### src/pkg/servo_stop_defines.svh
// Register offsets, field positions, reset values and timing counts of the stop sequencer.
`ifndef SERVO_STOP_DEFINES_SVH
`define SERVO_STOP_DEFINES_SVH
`define CLK_HZ            40000000
`define TICK_MS           10
`define TICK_CYCLES       ((`CLK_HZ / 1000) * `TICK_MS)
`define LOW_SPEED_RPM     2
`define ADDR_CTRL         8'h00
`define ADDR_TIMING       8'h04
`define ADDR_SPEED        8'h08
`define ADDR_CMD          8'h0C
`define ADDR_STATUS       8'h10
`define CTRL_MODE_LSB     0
`define CTRL_ROUTE_LSB    2
`define CTRL_REV_LSB      4
`define CTRL_WP_BIT       7
`define CTRL_RESET        8'h04
`define TIM_DELAY_LSB     0
`define TIM_WAIT_LSB      8
`define DELAY_RESET       6'h00
`define DELAY_MAX         6'h32
`define WAIT_RESET        7'h32
`define WAIT_MIN          7'h0A
`define WAIT_MAX          7'h64
`define LEVEL_RESET       14'h0064
`define LEVEL_MAX         14'h2710
`define CMD_ON_BIT        0
`define CMD_OFF_BIT       1
`define CMD_CLR_BIT       2
`define CMD_MTC_BIT       3
`endif

### src/pkg/servo_stop_pkg.sv
// Types shared by the stop and brake sequencer files.
package servo_stop_pkg;
    typedef enum logic [1:0] {
        ST_OFF  = 2'b00,
        ST_ON   = 2'b01,
        ST_HOLD = 2'b10,
        ST_RUN  = 2'b11
    } seq_state_t;
    typedef enum logic [1:0] {
        SM_DB_HOLD  = 2'b00,
        SM_DB_COAST = 2'b01,
        SM_COAST    = 2'b10,
        SM_SPARE    = 2'b11
    } stop_mode_t;
endpackage

### src/core/pin_sync.sv
// Three-stage pin synchroniser that accepts a change once the last two stages agree.
`timescale 1ns/1ps
module pin_sync #(
    parameter int W = 2
) (
    input  wire logic         clock,
    input  wire logic         rst_n,
    input  wire logic [W-1:0] pin_in,
    input  wire logic [W-1:0] reset_level,
    output logic      [W-1:0] level_out
);
    logic [W-1:0] s1_q, s2_q, s3_q, lvl_q, lvl_d;
    logic         seeded_q;

    always_comb begin
        lvl_d = lvl_q;
        if (!seeded_q) begin
            lvl_d = reset_level;
        end
        for (int i = 0; i < W; i++) begin
            if (seeded_q && (s2_q[i] == s3_q[i])) begin
                lvl_d[i] = s3_q[i];
            end
        end
    end

    always_ff @(posedge clock) begin
        if (!rst_n) begin
            // Seeding every stage avoids a false pin change right after reset.
            s1_q     <= reset_level;
            s2_q     <= reset_level;
            s3_q     <= reset_level;
            lvl_q    <= reset_level;
            seeded_q <= 1'b0;
        end else begin
            s1_q     <= pin_in;
            s2_q     <= s1_q;
            s3_q     <= s2_q;
            lvl_q    <= lvl_d;
            seeded_q <= 1'b1;
        end
    end

    assign level_out = lvl_q;
endmodule

### src/core/servo_stop_and_brake_sequencer.sv
// Servo stop, dynamic brake and holding brake sequencer with a Wishbone register file.
`timescale 1ns/1ps
`include "servo_stop_defines.svh"
module servo_stop_and_brake_sequencer
    import servo_stop_pkg::*;
#(
    parameter int TICK_CYCLES   = `TICK_CYCLES,
    parameter int SPEED_W       = 14,
    parameter int LOW_SPEED_RPM = `LOW_SPEED_RPM
) (
    input  wire logic               clock,
    input  wire logic               rst_n,
    input  wire logic               wb_cyc_i,
    input  wire logic               wb_stb_i,
    input  wire logic               wb_we_i,
    input  wire logic [7:0]         wb_adr_i,
    input  wire logic [3:0]         wb_sel_i,
    input  wire logic [31:0]        wb_dat_i,
    output logic      [31:0]        wb_dat_o,
    output logic                    wb_ack_o,
    input  wire logic               main_power_ok_pin,
    input  wire logic               control_power_ok_pin,
    input  wire logic               servo_alarm_in,
    input  wire logic               enc_backup_alarm_evt,
    input  wire logic               enc_checksum_alarm_evt,
    input  wire logic               enc_other_alarm_evt,
    input  wire logic               encoder_usage_sel,
    input  wire logic [SPEED_W-1:0] motor_speed_rpm,
    input  wire logic [SPEED_W-1:0] motor_max_rpm,
    input  wire logic [2:0]         gp_status_in,
    output logic                    motor_enable,
    output logic                    dynamic_brake,
    output logic                    brake_interlock_out,
    output logic      [2:0]         gp_out_level,
    output logic                    encoder_reset_pulse,
    output logic                    encoder_absolute_mode
);
    localparam logic [SPEED_W-1:0] LOW_SPD = SPEED_W'(LOW_SPEED_RPM);

    if (SPEED_W < 14 || LOW_SPEED_RPM < 0 || LOW_SPEED_RPM >= 10000) begin : g_bad
        $error("Speed width must hold 10000 RPM and the low speed must be below it.");
    end

    function automatic logic [31:0] merge(input logic [31:0] old, input logic [31:0] nw,
                                          input logic [3:0] sel);
        logic [31:0] r;
        r = old;
        for (int b = 0; b < 4; b++) begin
            if (sel[b]) begin
                r[b*8 +: 8] = nw[b*8 +: 8];
            end
        end
        return r;
    endfunction

    // Register file.
    logic [7:0]  ctrl_q, ctrl_d;
    logic [5:0]  delay_q, delay_d;
    logic [6:0]  wait_q, wait_d;
    logic [13:0] level_q, level_d;
    logic [31:0] rdata_q, rdata_d, wimg, status;
    logic        ack_q, ack_d, hit, wr;
    logic [3:0]  cmd;

    assign hit = wb_cyc_i & wb_stb_i & ~ack_q;
    assign wr  = hit & wb_we_i;

    always_comb begin
        ctrl_d  = ctrl_q;
        delay_d = delay_q;
        wait_d  = wait_q;
        level_d = level_q;
        rdata_d = rdata_q;
        ack_d   = hit;
        cmd     = 4'h0;
        wimg    = 32'h0000_0000;
        unique case (wb_adr_i)
            `ADDR_CTRL: begin
                wimg = merge({24'h0, ctrl_q}, wb_dat_i, wb_sel_i);
                if (wr) begin
                    ctrl_d = wimg[7:0];
                end
            end
            `ADDR_TIMING: begin
                wimg = merge({17'h0, wait_q, 2'h0, delay_q}, wb_dat_i, wb_sel_i);
                if (wr) begin
                    delay_d = (wimg[5:0] > `DELAY_MAX) ? `DELAY_MAX : wimg[5:0];
                    wait_d  = (wimg[14:8] < `WAIT_MIN) ? `WAIT_MIN :
                              (wimg[14:8] > `WAIT_MAX) ? `WAIT_MAX : wimg[14:8];
                end
            end
            `ADDR_SPEED: begin
                wimg = merge({18'h0, level_q}, wb_dat_i, wb_sel_i);
                if (wr) begin
                    level_d = (wimg[13:0] > `LEVEL_MAX) ? `LEVEL_MAX : wimg[13:0];
                end
            end
            `ADDR_CMD: begin
                if (wr && wb_sel_i[0]) begin
                    cmd = wb_dat_i[3:0];
                end
            end
            default: begin
                wimg = 32'h0000_0000;
            end
        endcase
        if (hit && !wb_we_i) begin
            unique case (wb_adr_i)
                `ADDR_CTRL:   rdata_d = {24'h0, ctrl_q};
                `ADDR_TIMING: rdata_d = {17'h0, wait_q, 2'h0, delay_q};
                `ADDR_SPEED:  rdata_d = {18'h0, level_q};
                `ADDR_STATUS: rdata_d = status;
                default:      rdata_d = 32'h0000_0000;
            endcase
        end
    end

    always_ff @(posedge clock) begin
        if (!rst_n) begin
            ctrl_q  <= `CTRL_RESET;
            delay_q <= `DELAY_RESET;
            wait_q  <= `WAIT_RESET;
            level_q <= `LEVEL_RESET;
            rdata_q <= 32'h0000_0000;
            ack_q   <= 1'b0;
        end else begin
            ctrl_q  <= ctrl_d;
            delay_q <= delay_d;
            wait_q  <= wait_d;
            level_q <= level_d;
            rdata_q <= rdata_d;
            ack_q   <= ack_d;
        end
    end

    assign wb_ack_o = ack_q;
    assign wb_dat_o = rdata_q;

    // Power pins arrive from outside the clock domain.
    logic [1:0] pwr;
    logic       main_ok, ctrl_ok;

    pin_sync #(.W(2)) u_pwr_sync (
        .clock       (clock),
        .rst_n       (rst_n),
        .pin_in      ({control_power_ok_pin, main_power_ok_pin}),
        .reset_level (2'b11),
        .level_out   (pwr)
    );

    assign main_ok = pwr[0];
    assign ctrl_ok = pwr[1];

    // Sequencer and alarm state.
    seq_state_t         st_q, st_d;
    stop_mode_t         mode_q, mode_d;
    logic [5:0]         sdelay_q, sdelay_d;
    logic [6:0]         swait_q, swait_d, cnt_q, cnt_d;
    logic [13:0]        slevel_q, slevel_d;
    logic [SPEED_W-1:0] eff_level;
    logic               db_hold_q, db_hold_d, tick, restart;
    logic               alm_q, alm_d, bkp_q, bkp_d, chk_q, chk_d, oth_q, oth_d;
    logic               noop_q, noop_d, done_q, done_d, reboot_q, reboot_d;
    logic               abs_q, abs_d, seen_q, enc_rst_q, enc_rst_d;
    logic               fault, stopped, mtc_ok;

    tick_gen #(.CYCLES(TICK_CYCLES)) u_tick (
        .clock   (clock),
        .rst_n   (rst_n),
        .restart (restart),
        .tick    (tick)
    );

    assign fault   = alm_q | bkp_q | chk_q | oth_q | ~main_ok;
    assign stopped = motor_speed_rpm <= LOW_SPD;
    assign eff_level = (SPEED_W'(slevel_q) > motor_max_rpm) ? motor_max_rpm
                                                            : SPEED_W'(slevel_q);
    assign mtc_ok  = cmd[`CMD_MTC_BIT] && st_q == ST_OFF && !ctrl_q[`CTRL_WP_BIT];

    always_comb begin
        st_d      = st_q;
        mode_d    = mode_q;
        sdelay_d  = sdelay_q;
        swait_d   = swait_q;
        slevel_d  = slevel_q;
        cnt_d     = cnt_q;
        db_hold_d = db_hold_q;
        restart   = 1'b0;
        unique case (st_q)
            ST_OFF: begin
                if (mode_q == SM_DB_COAST && stopped) begin
                    db_hold_d = 1'b0;
                end
                if (cmd[`CMD_ON_BIT] && !fault && !reboot_q) begin
                    st_d      = ST_ON;
                    db_hold_d = 1'b0;
                end
            end
            ST_ON: begin
                if (cmd[`CMD_OFF_BIT] || fault) begin
                    mode_d    = stop_mode_t'(ctrl_q[`CTRL_MODE_LSB +: 2]);
                    sdelay_d  = delay_q;
                    swait_d   = wait_q;
                    slevel_d  = level_q;
                    cnt_d     = 7'h00;
                    restart   = 1'b1;
                    // Dynamic braking only for modes 0 and 1 and only if still moving.
                    db_hold_d = !ctrl_q[`CTRL_MODE_LSB + 1] && !stopped;
                    if (!stopped) begin
                        st_d = ST_RUN;
                    end else if (fault || delay_q == 6'h00) begin
                        st_d = ST_OFF;
                    end else begin
                        st_d = ST_HOLD;
                    end
                end
            end
            ST_HOLD: begin
                if (tick) begin
                    cnt_d = cnt_q + 7'h01;
                end
                if (fault) begin
                    st_d = ST_OFF;
                end else if (tick && (cnt_q + 7'h01) >= {1'b0, sdelay_q}) begin
                    st_d = ST_OFF;
                end
            end
            ST_RUN: begin
                if (tick) begin
                    cnt_d = cnt_q + 7'h01;
                end
                if (motor_speed_rpm < eff_level || cnt_q >= swait_q) begin
                    st_d = ST_OFF;
                end
            end
        endcase
    end

    always_comb begin
        alm_d     = servo_alarm_in | (alm_q & ~cmd[`CMD_CLR_BIT]);
        // Setup clears the backup and checksum encoder alarms, the host clear command never does.
        bkp_d     = enc_backup_alarm_evt | (bkp_q & ~mtc_ok);
        chk_d     = enc_checksum_alarm_evt | (chk_q & ~mtc_ok);
        oth_d     = enc_other_alarm_evt | oth_q;
        noop_d    = noop_q;
        done_d    = done_q | mtc_ok;
        reboot_d  = reboot_q | mtc_ok;
        enc_rst_d = mtc_ok;
        abs_d     = seen_q ? abs_q : ~encoder_usage_sel;
        if (cmd[`CMD_MTC_BIT] && st_q == ST_OFF) begin
            noop_d = ctrl_q[`CTRL_WP_BIT];
        end
    end

    always_ff @(posedge clock) begin
        if (!rst_n) begin
            st_q      <= ST_OFF;
            mode_q    <= SM_DB_HOLD;
            sdelay_q  <= `DELAY_RESET;
            swait_q   <= `WAIT_RESET;
            slevel_q  <= `LEVEL_RESET;
            cnt_q     <= 7'h00;
            db_hold_q <= 1'b0;
            alm_q     <= 1'b0;
            bkp_q     <= 1'b0;
            chk_q     <= 1'b0;
            oth_q     <= 1'b0;
            noop_q    <= 1'b0;
            done_q    <= 1'b0;
            reboot_q  <= 1'b0;
            abs_q     <= 1'b0;
            seen_q    <= 1'b0;
            enc_rst_q <= 1'b0;
        end else begin
            st_q      <= st_d;
            mode_q    <= mode_d;
            sdelay_q  <= sdelay_d;
            swait_q   <= swait_d;
            slevel_q  <= slevel_d;
            cnt_q     <= cnt_d;
            db_hold_q <= db_hold_d;
            alm_q     <= alm_d;
            bkp_q     <= bkp_d;
            chk_q     <= chk_d;
            oth_q     <= oth_d;
            noop_q    <= noop_d;
            done_q    <= done_d;
            reboot_q  <= reboot_d;
            abs_q     <= abs_d;
            seen_q    <= 1'b1;
            enc_rst_q <= enc_rst_d;
        end
    end

    // Output stage; every pin level comes from a flip-flop.
    logic       men_q, men_d, db_q, db_d, bk_q, bk_d;
    logic [2:0] gp_q, gp_d;
    logic [1:0] route;

    assign route = ctrl_q[`CTRL_ROUTE_LSB +: 2];

    always_comb begin
        men_d = (st_d == ST_ON) || (st_d == ST_HOLD);
        bk_d  = (st_d == ST_ON) || (st_d == ST_RUN);
        // With both supplies gone the shorting relay falls in regardless of mode.
        db_d  = (!men_d && db_hold_d) || (!ctrl_ok && !main_ok);
        for (int k = 0; k < 3; k++) begin
            // Active means pin closed, which is the low level unless the pin's reverse bit in ctrl_q is set.
            gp_d[k] = ~(gp_status_in[k] | (bk_d && route == 2'(k + 1)))
                      ^ ctrl_q[`CTRL_REV_LSB + k];
        end
    end

    always_ff @(posedge clock) begin
        if (!rst_n) begin
            men_q <= 1'b0;
            db_q  <= 1'b0;
            bk_q  <= 1'b0;
            gp_q  <= 3'h7;
        end else begin
            men_q <= men_d;
            db_q  <= db_d;
            bk_q  <= bk_d;
            gp_q  <= gp_d;
        end
    end

    assign status = {18'h0, abs_q, reboot_q, done_q, noop_q, oth_q, chk_q, bkp_q, alm_q,
                     bk_q, db_q, men_q, 1'b0, st_q};

    assign motor_enable          = men_q;
    assign dynamic_brake         = db_q;
    assign brake_interlock_out   = bk_q;
    assign gp_out_level          = gp_q;
    assign encoder_reset_pulse   = enc_rst_q;
    assign encoder_absolute_mode = abs_q;
endmodule

### src/core/tick_gen.sv
// Restartable divider that gives a one-cycle enable every CYCLES clocks.
`timescale 1ns/1ps
module tick_gen #(
    parameter int CYCLES = 400000
) (
    input  wire logic clock,
    input  wire logic rst_n,
    input  wire logic restart,
    output logic      tick
);
    localparam int CW = $clog2(CYCLES);
    localparam logic [CW-1:0] LAST = CW'(CYCLES - 1);
    logic [CW-1:0] cnt_q, cnt_d;
    logic          tick_q, tick_d;

    if (CYCLES < 2) begin : g_bad
        $error("tick_gen needs at least two cycles per tick.");
    end

    always_comb begin
        cnt_d  = cnt_q + 1'b1;
        tick_d = 1'b0;
        if (restart) begin
            cnt_d = '0;
        end else if (cnt_q == LAST) begin
            cnt_d  = '0;
            tick_d = 1'b1;
        end
    end

    always_ff @(posedge clock) begin
        if (!rst_n) begin
            cnt_q  <= '0;
            tick_q <= 1'b0;
        end else begin
            cnt_q  <= cnt_d;
            tick_q <= tick_d;
        end
    end

    assign tick = tick_q;
endmodule

### config.mk
export PLATFORM = sky130hd
export DESIGN_NAME = servo_stop_and_brake_sequencer
export DESIGN_NICKNAME = d
export VERILOG_FILES = /design/src/pkg/servo_stop_pkg.sv /design/src/core/pin_sync.sv /design/src/core/servo_stop_and_brake_sequencer.sv /design/src/core/tick_gen.sv
export VERILOG_INCLUDE_DIRS = /design/src /design/src/pkg
export SDC_FILE = /design/constraint.sdc
export NUM_CORES = 1
export LEC_CHECK = 0
export ABC_AREA = 1
export BUFFER_PORTS_ARGS = -buffer_cell sky130_fd_sc_hd__buf_2
export CAP_MARGIN = 20
export CORE_MARGIN = 2
export CORE_UTILIZATION = 33
export DETAILED_ROUTE_END_ITERATION = 6
export GPL_TIMING_DRIVEN = 1
export PLACE_DENSITY_LB_ADDON = 0.08
export RECOVER_POWER = 50
export SLEW_MARGIN = 10
export SYNTH_ARGS = -nofsm -noshare
export SYNTH_HDL_FRONTEND = slang
export SYNTH_SLANG_ARGS = --single-unit
### constraint.sdc
create_clock -name clock -period 8.39 [get_ports clock]
set_input_delay 2.0975 -clock clock [delete_from_list [all_inputs] [get_ports clock]]
set_output_delay 2.0975 -clock clock [all_outputs]
set_load 0.01 [all_outputs]
==> After elaboration in Yosys (flattened, before gate mapping) <==
Cells that the tools add are included.
{ "totals": {"reg_bits": 151, "input_bits": 87, "out_inout_bits": 41, "word_cells": 178} }
{ "classes": {"add_sub_neg": 2, "magnitude_cmp": 9, "n_eq_ne": 21, "mux": 38, "bitwise": 31, "n_reduce_logical": 43} }
{ "ops": {"columns": ["op", "n"], "rows": [
  ["case mux 15 bit (4 select lines)", 1],
  ["2-to-1 mux 7 bit", 6],
  ["2-to-1 mux 6 bit", 5],
  ["2-to-1 mux 14 bit", 2],
  ["adder 19 x 1 -> 19 bit (second input constant)", 1],
  ["== test 19 bit (second input constant)", 1],
  ["== test 8 x 4 -> 1 bit (second input constant)", 2],
  ["logical AND 1 bit", 16],
  ["2-to-1 mux 2 bit", 8],
  ["2-to-1 mux 8 bit", 2],
  ["greater-than comparator 14 bit", 1],
  ["greater-than comparator 14 bit (second input constant)", 1],
  ["less-or-equal comparator 14 x 2 -> 1 bit (second input constant)", 1],
  ["< comparator 14 bit", 1],
  ["case mux 7 bit (2 select lines)", 1],
  ["OR 1 bit", 13],
  ["== test 2 bit (second input constant)", 6],
  ["logical NOT 1 bit", 9],
  ["2-to-1 mux 1 bit", 9],
  ["inverter 1 bit", 9],
  ["== test 2 x 1 -> 1 bit (second input constant)", 4],
  ["== test 8 x 3 -> 1 bit (second input constant)", 1],
  ["== test 8 x 5 -> 1 bit (second input constant)", 1],
  ["logical NOT 8 bit", 1],
  ["22 further kinds", 42]
]} }

==> Logic depth before layout (Yosys ltp) <==
{ "logic_depth": {"word_depth": 16, "mapped_depth": 25, "depth_no_buf": 25} }

==> Modules after synthesis <==
Synthesis repeated with hierarchy kept, for this count alone.
{ "unflattened": {"hier_cells": 1032, "hier_area_um2": 7243.2} }
{ "modules_own_cells": {"columns": ["module", "n_inst", "cells_per_inst", "area_per_inst_um2", "seq_area_each_um2"], "rows": [
  ["servo_stop_and_brake_sequencer", 1, 845, 5905.7, 2102.0],
  ["tick_gen", 1, 143, 992.2, 400.4],
  ["pin_sync", 1, 44, 345.3, 200.2]
]} }

==> Least setup slack after synthesis <==
Ideal clock, no wire load.
{ "synth_timing": {"kind": "input to register", "start": "input motor_max_rpm[13]", "end": "register gp_q[2], in the netlist gp_out_level[2]", "setup_ns": 0.133, "t_arrival_ns": 4.667, "required_ns": 8.257, "setup_slack_ns": 3.590, "path_stages": 23, "n_path_buf": 1, "cell_sequence": "inv_1 -> ha_1 -> nand2_2 -> nor2_4 -> inv_2 -> nor2_4 -> nand4_2 -> nand2_4 -> clkbuf_1 -> nor2_1 -> a21oi_1 -> ha_1 -> a21oi_1 -> nor2_1 -> a211oi_1 -> o221a_2 -> nand2_1 -> nand2_2 -> nand3_4 -> nand2_2 -> nand2_1 -> nand2_1 -> nand3_1"} }
{ "synth_via": {"elab_chain_len": 12, "word_cells_on_any_way": 13, "classes_between": "2 x order compare; 2 x eq/ne; 3 x mux; 3 x bitwise; 3 x reduce/logical"} }
{ "synth_lines": {"columns": ["item", "line_no", "source"], "rows": [
  ["start: declaration", "servo_stop_and_brake_sequencer.sv:29", "input wire logic [SPEED_W-1:0] motor_max_rpm,"],
  ["greater-than comparator 14 bit", "servo_stop_and_brake_sequencer.sv:176", "assign eff_level = (SPEED_W'(slevel_q) > motor_max_rpm) ? motor_max_rpm"],
  ["2-to-1 mux 14 bit (*)", "servo_stop_and_brake_sequencer.sv:176", null],
  ["< comparator 14 bit (*)", "servo_stop_and_brake_sequencer.sv:232", "if (motor_speed_rpm < eff_level || cnt_q >= swait_q) begin"],
  ["logical OR 1 bit (*)", "servo_stop_and_brake_sequencer.sv:232", null],
  ["2-to-1 mux 2 bit (*)", "servo_stop_and_brake_sequencer.sv:232", null],
  ["case mux 2 bit (4 select lines) (*)", "servo_stop_and_brake_sequencer.sv:189", "unique case (st_q)"],
  ["== test 2 x 1 -> 1 bit or == test 2 bit (tied branches)", "servo_stop_and_brake_sequencer.sv:304", "bk_d = (st_d == ST_ON) || (st_d == ST_RUN);"],
  ["logical OR 1 bit (*)", "servo_stop_and_brake_sequencer.sv:304", null],
  ["logical AND 1 bit (*)", "servo_stop_and_brake_sequencer.sv:309", "gp_d[k] = ~(gp_status_in[k] | (bk_d && route == 2'(k + 1)))"],
  ["OR 1 bit (*)", "servo_stop_and_brake_sequencer.sv:309", null],
  ["inverter 1 bit (*)", "servo_stop_and_brake_sequencer.sv:309", null],
  ["XOR 1 bit (*)", "servo_stop_and_brake_sequencer.sv:309", null],
  ["end signal: assignment", "servo_stop_and_brake_sequencer.sv:324", "gp_q <= gp_d;"],
  ["end: declaration", "servo_stop_and_brake_sequencer.sv:297", "logic [2:0] gp_q, gp_d;"]
]} }
Every way passes the cells marked *; elsewhere a longest branch is shown, timed or not.
A chain may end at the register's enable or synchronous reset.

==> metrics.txt <==
routed via count 6,424; setup-violating endpoint count in the final report 0; first-pass GRT wire length 30.6 mm; total negative slack for setup checks 0 ns; cell types occupying the most area after synthesis sky130_fd_sc_hd__dfxtp_1, sky130_fd_sc_hd__nand2_1, sky130_fd_sc_hd__a21oi_1; top-count cell post-synth sky130_fd_sc_hd__nand2_1; cts bufs inserted 17; RePlAce Congestion 0.855; Worst-Skew Late Latency 0.42 ns; number of filler instances in the final layout 2,256; Starting Density 33.7%; area added between synthesis and finish 16.0%; CP peak stage delay 2.09 ns; master of the slowest instance on the critical path sky130_fd_sc_hd__clkbuf_1; final antenna diode count 0; number of maximum-capacitance violations 1; violation count after the first detailed-routing iteration 295; largest area contributor in the netlist sky130_fd_sc_hd__dfxtp_1; initial antenna violation count 0; shortest period the worst path allows 5.81 ns; VDD IR max 0.128 mV; number of synthesized register bits 133; Hold Path Cell Cnt 1; number of endpoints with negative hold slack in the final report 0; cells along the critical path buf_2 > clkbuf_1 > inv_1 > buf_4 > a31oi_1 > nand3_1 > nand2_1; number of global-route vias before repair 5,958; worst hold slack across all endpoints 0.411 ns; routed length per placed instance 14.5 um; total clock sinks 133; CTS H-tree depth 4; Worst R2R Path Depth 21; number of hold buffers added after cts 0; setup repair after global routing missed its margin false; synthesized area 7080 sq um; number of warning messages in the yosys log 0; signal arrival time at the worst endpoint 6.17 ns; sort of element at the end of the critical path flop; CTS tree built; count of cell types in the netlist 53; overall fraction of global-route tracks in use 17.6%; maximum achievable frequency 172 MHz; failing checks capacitance limit, slew limit; total I/O pin count 128; aggregate routed wire length 19.6 mm; syn_area_per_cell 7.22 sq um; Max clock buf depth 2; Cell Rows 53; FFs w/ async S/R, synth 0%; CTS Root Buffer Type sky130_fd_sc_hd__clkbuf_16; most frequent cells after synthesis sky130_fd_sc_hd__nand2_1, sky130_fd_sc_hd__dfxtp_1, sky130_fd_sc_hd__inv_1; share of synthesized area occupied by flip-flops and latches 37.6%; residual overflow from global routing 0; area share of the largest cell type after synthesis 37.6%; overall die height 150 um; post-CTS setup repair buffer count 0; Worst path depth 7; CP delay by family, top buffers and inverters; core area 21,000 sq um; most used flip-flop cell after synthesis sky130_fd_sc_hd__dfxtp_1; horizontal extent of the die 150 um; synthesized instance count 980; Tcrit/Tclk final 69.3%; CTS resizes 0; clock transition at the register clock pins on the worst setup and hold paths after CTS 0.06 ns; residual DRC count 0; result of the run finished, violations left; Tightest Pin Transition 2.99 ns; router iterations before antenna repair 5; I/O Buffers 91; Avg Vias per Cell 4.77; worst clock skew on the final layout 0.00702 ns; post-route ant nets 0; largest fanout of any net on the critical path 73; startpoint type of the worst setup path primary input; worst hold path type reg -> reg; startpoint-to-endpoint class of the critical path in -> reg; headroom to the max-slew limit -99.0%; Die ar. 22,600 sq um; proportion of layout cells with a drive suffix above 1 13.4%; EDFF count, synth 0; count of pins over their slew limit 74; Static Leakage 3.61 nW; number of buffers and inverters on the critical path 4; placed wire-length estimate 15.1 mm; PwrDens 177 nW/um^2; number of nets at the end of the flow 1,188; required time at the worst-slack endpoint 8.75 ns; pin count of the biggest net entering global routing 74
## flip-flops by register name, indices dropped and copies added, names as in the netlist, 2 cells and up
| signal | cells |
|---|---|
| slevel_q | 14 |
| u_pwr_sync.level_out | 2 |
| u_pwr_sync.s2_q | 2 |
| wait_q | 7 |
| ctrl_q | 8 |
| u_pwr_sync.s3_q | 2 |
| wb_dat_o | 15 |
| u_pwr_sync.s1_q | 2 |
| gp_out_level | 3 |
| st_q | 2 |
| mode_q | 2 |
| cnt_q | 7 |
| delay_q | 6 |
| sdelay_q | 6 |
| level_q | 14 |
| swait_q | 7 |
| u_tick.cnt_q | 19 |
## cell usage in the layout, fill, tap and decap left out, types with 10 or more instances in the layout
cell,n
sky130_fd_sc_hd__o21ai_0,70
sky130_fd_sc_hd__nand2_2,10
sky130_fd_sc_hd__buf_2,67
sky130_fd_sc_hd__nand3_1,32
sky130_fd_sc_hd__nor3_1,13
sky130_fd_sc_hd__o211ai_1,14
sky130_fd_sc_hd__nand2_1,183
sky130_fd_sc_hd__dfxtp_1,133
sky130_fd_sc_hd__a21oi_1,110
sky130_fd_sc_hd__nand4_1,10
sky130_fd_sc_hd__inv_1,126
sky130_fd_sc_hd__conb_1,17
sky130_fd_sc_hd__clkbuf_1,25
sky130_fd_sc_hd__clkbuf_16,17
sky130_fd_sc_hd__nor2_1,101
sky130_fd_sc_hd__ha_1,42
## cell families (layout without fill, tap and decap cells)
group | Yosys count | after routing | synth area share [%]
compound gates | 231 | 231 | 18.5
xor+xnor | 9 | 9 | 1.11
fa+ha+maj | 42 | 42 | 7.43
buf+inv | 183 | 259 | 11.0
flops | 133 | 133 | 37.6
other cells | 1 | 17 | 0.0530
simple gates | 381 | 381 | 24.3
## area by class of cell
class | instances | area (sq um) | share of cell area [%]
repair buffers | 94 | 444 | 5.41
clock buffers | 17 | 425 | 5.18
well taps | 275 | 344 | 4.19
flip-flops and latches | 133 | 2660 | 32.4
clock inverters | 15 | 145 | 1.77
multi-input cells | 680 | 3690 | 44.9
inverters | 133 | 499 | 6.08
## where the power goes
group | internal (mW) | total [mW] | switching (mW)
Clock | 0.415 | 0.723 | 0.308
Sequential | 0.637 | 0.641 | 0.00318
Combinational | 0.0323 | 0.0928 | 0.0604
Total | 1.08 | 1.46 | 0.372
## per-layer routing
metal / track usage (%) / vias to the layer above / part of all wire, %
met5: 0 / - / 0
met4: 4.53 / 0 / 1.0
met3: 3.48 / 19 / 3.8
met2: 27.4 / 116 / 45
li1: - / 3375 / -
met1: 24.8 / 2914 / 50
## metrics by stage
step	utilization, %	std cells	area [sq um]	total power [mW]	setup slack, ns
6_report	39.1	1347	8210	1.46	2.58
5_1_grt	39.1	1347	8210	1.52	2.04
4_1_cts	39.2	1347	8250	1.47	3.68
3_5_place_dp	36.5	1315	7680	0.748	3.26
3_3_place_gp	36.5	1315	7680	0.748	3.24
2_1_floorplan	-	996	7140	0.717	3.59
## path summary, 6_finish.rpt
kind,endpoint,from,slack (ns)
hold / removal,u_pwr_sync.s2_q[1]$_SDFF_PN1_,u_pwr_sync.s1_q[1]$_SDFF_PN1_,0.41
setup / recovery,dynamic_brake$_SDFF_PN0_,rst_n,2.58
hold reg to reg,u_pwr_sync.s2_q[1]$_SDFF_PN1_,u_pwr_sync.s1_q[1]$_SDFF_PN1_,0.41
setup reg to reg,gp_out_level[0]$_SDFF_PN1_,slevel_q[13]$_SDFFE_PN0P_,5.04
No activity file was read; power rests on OpenSTA's default activity.
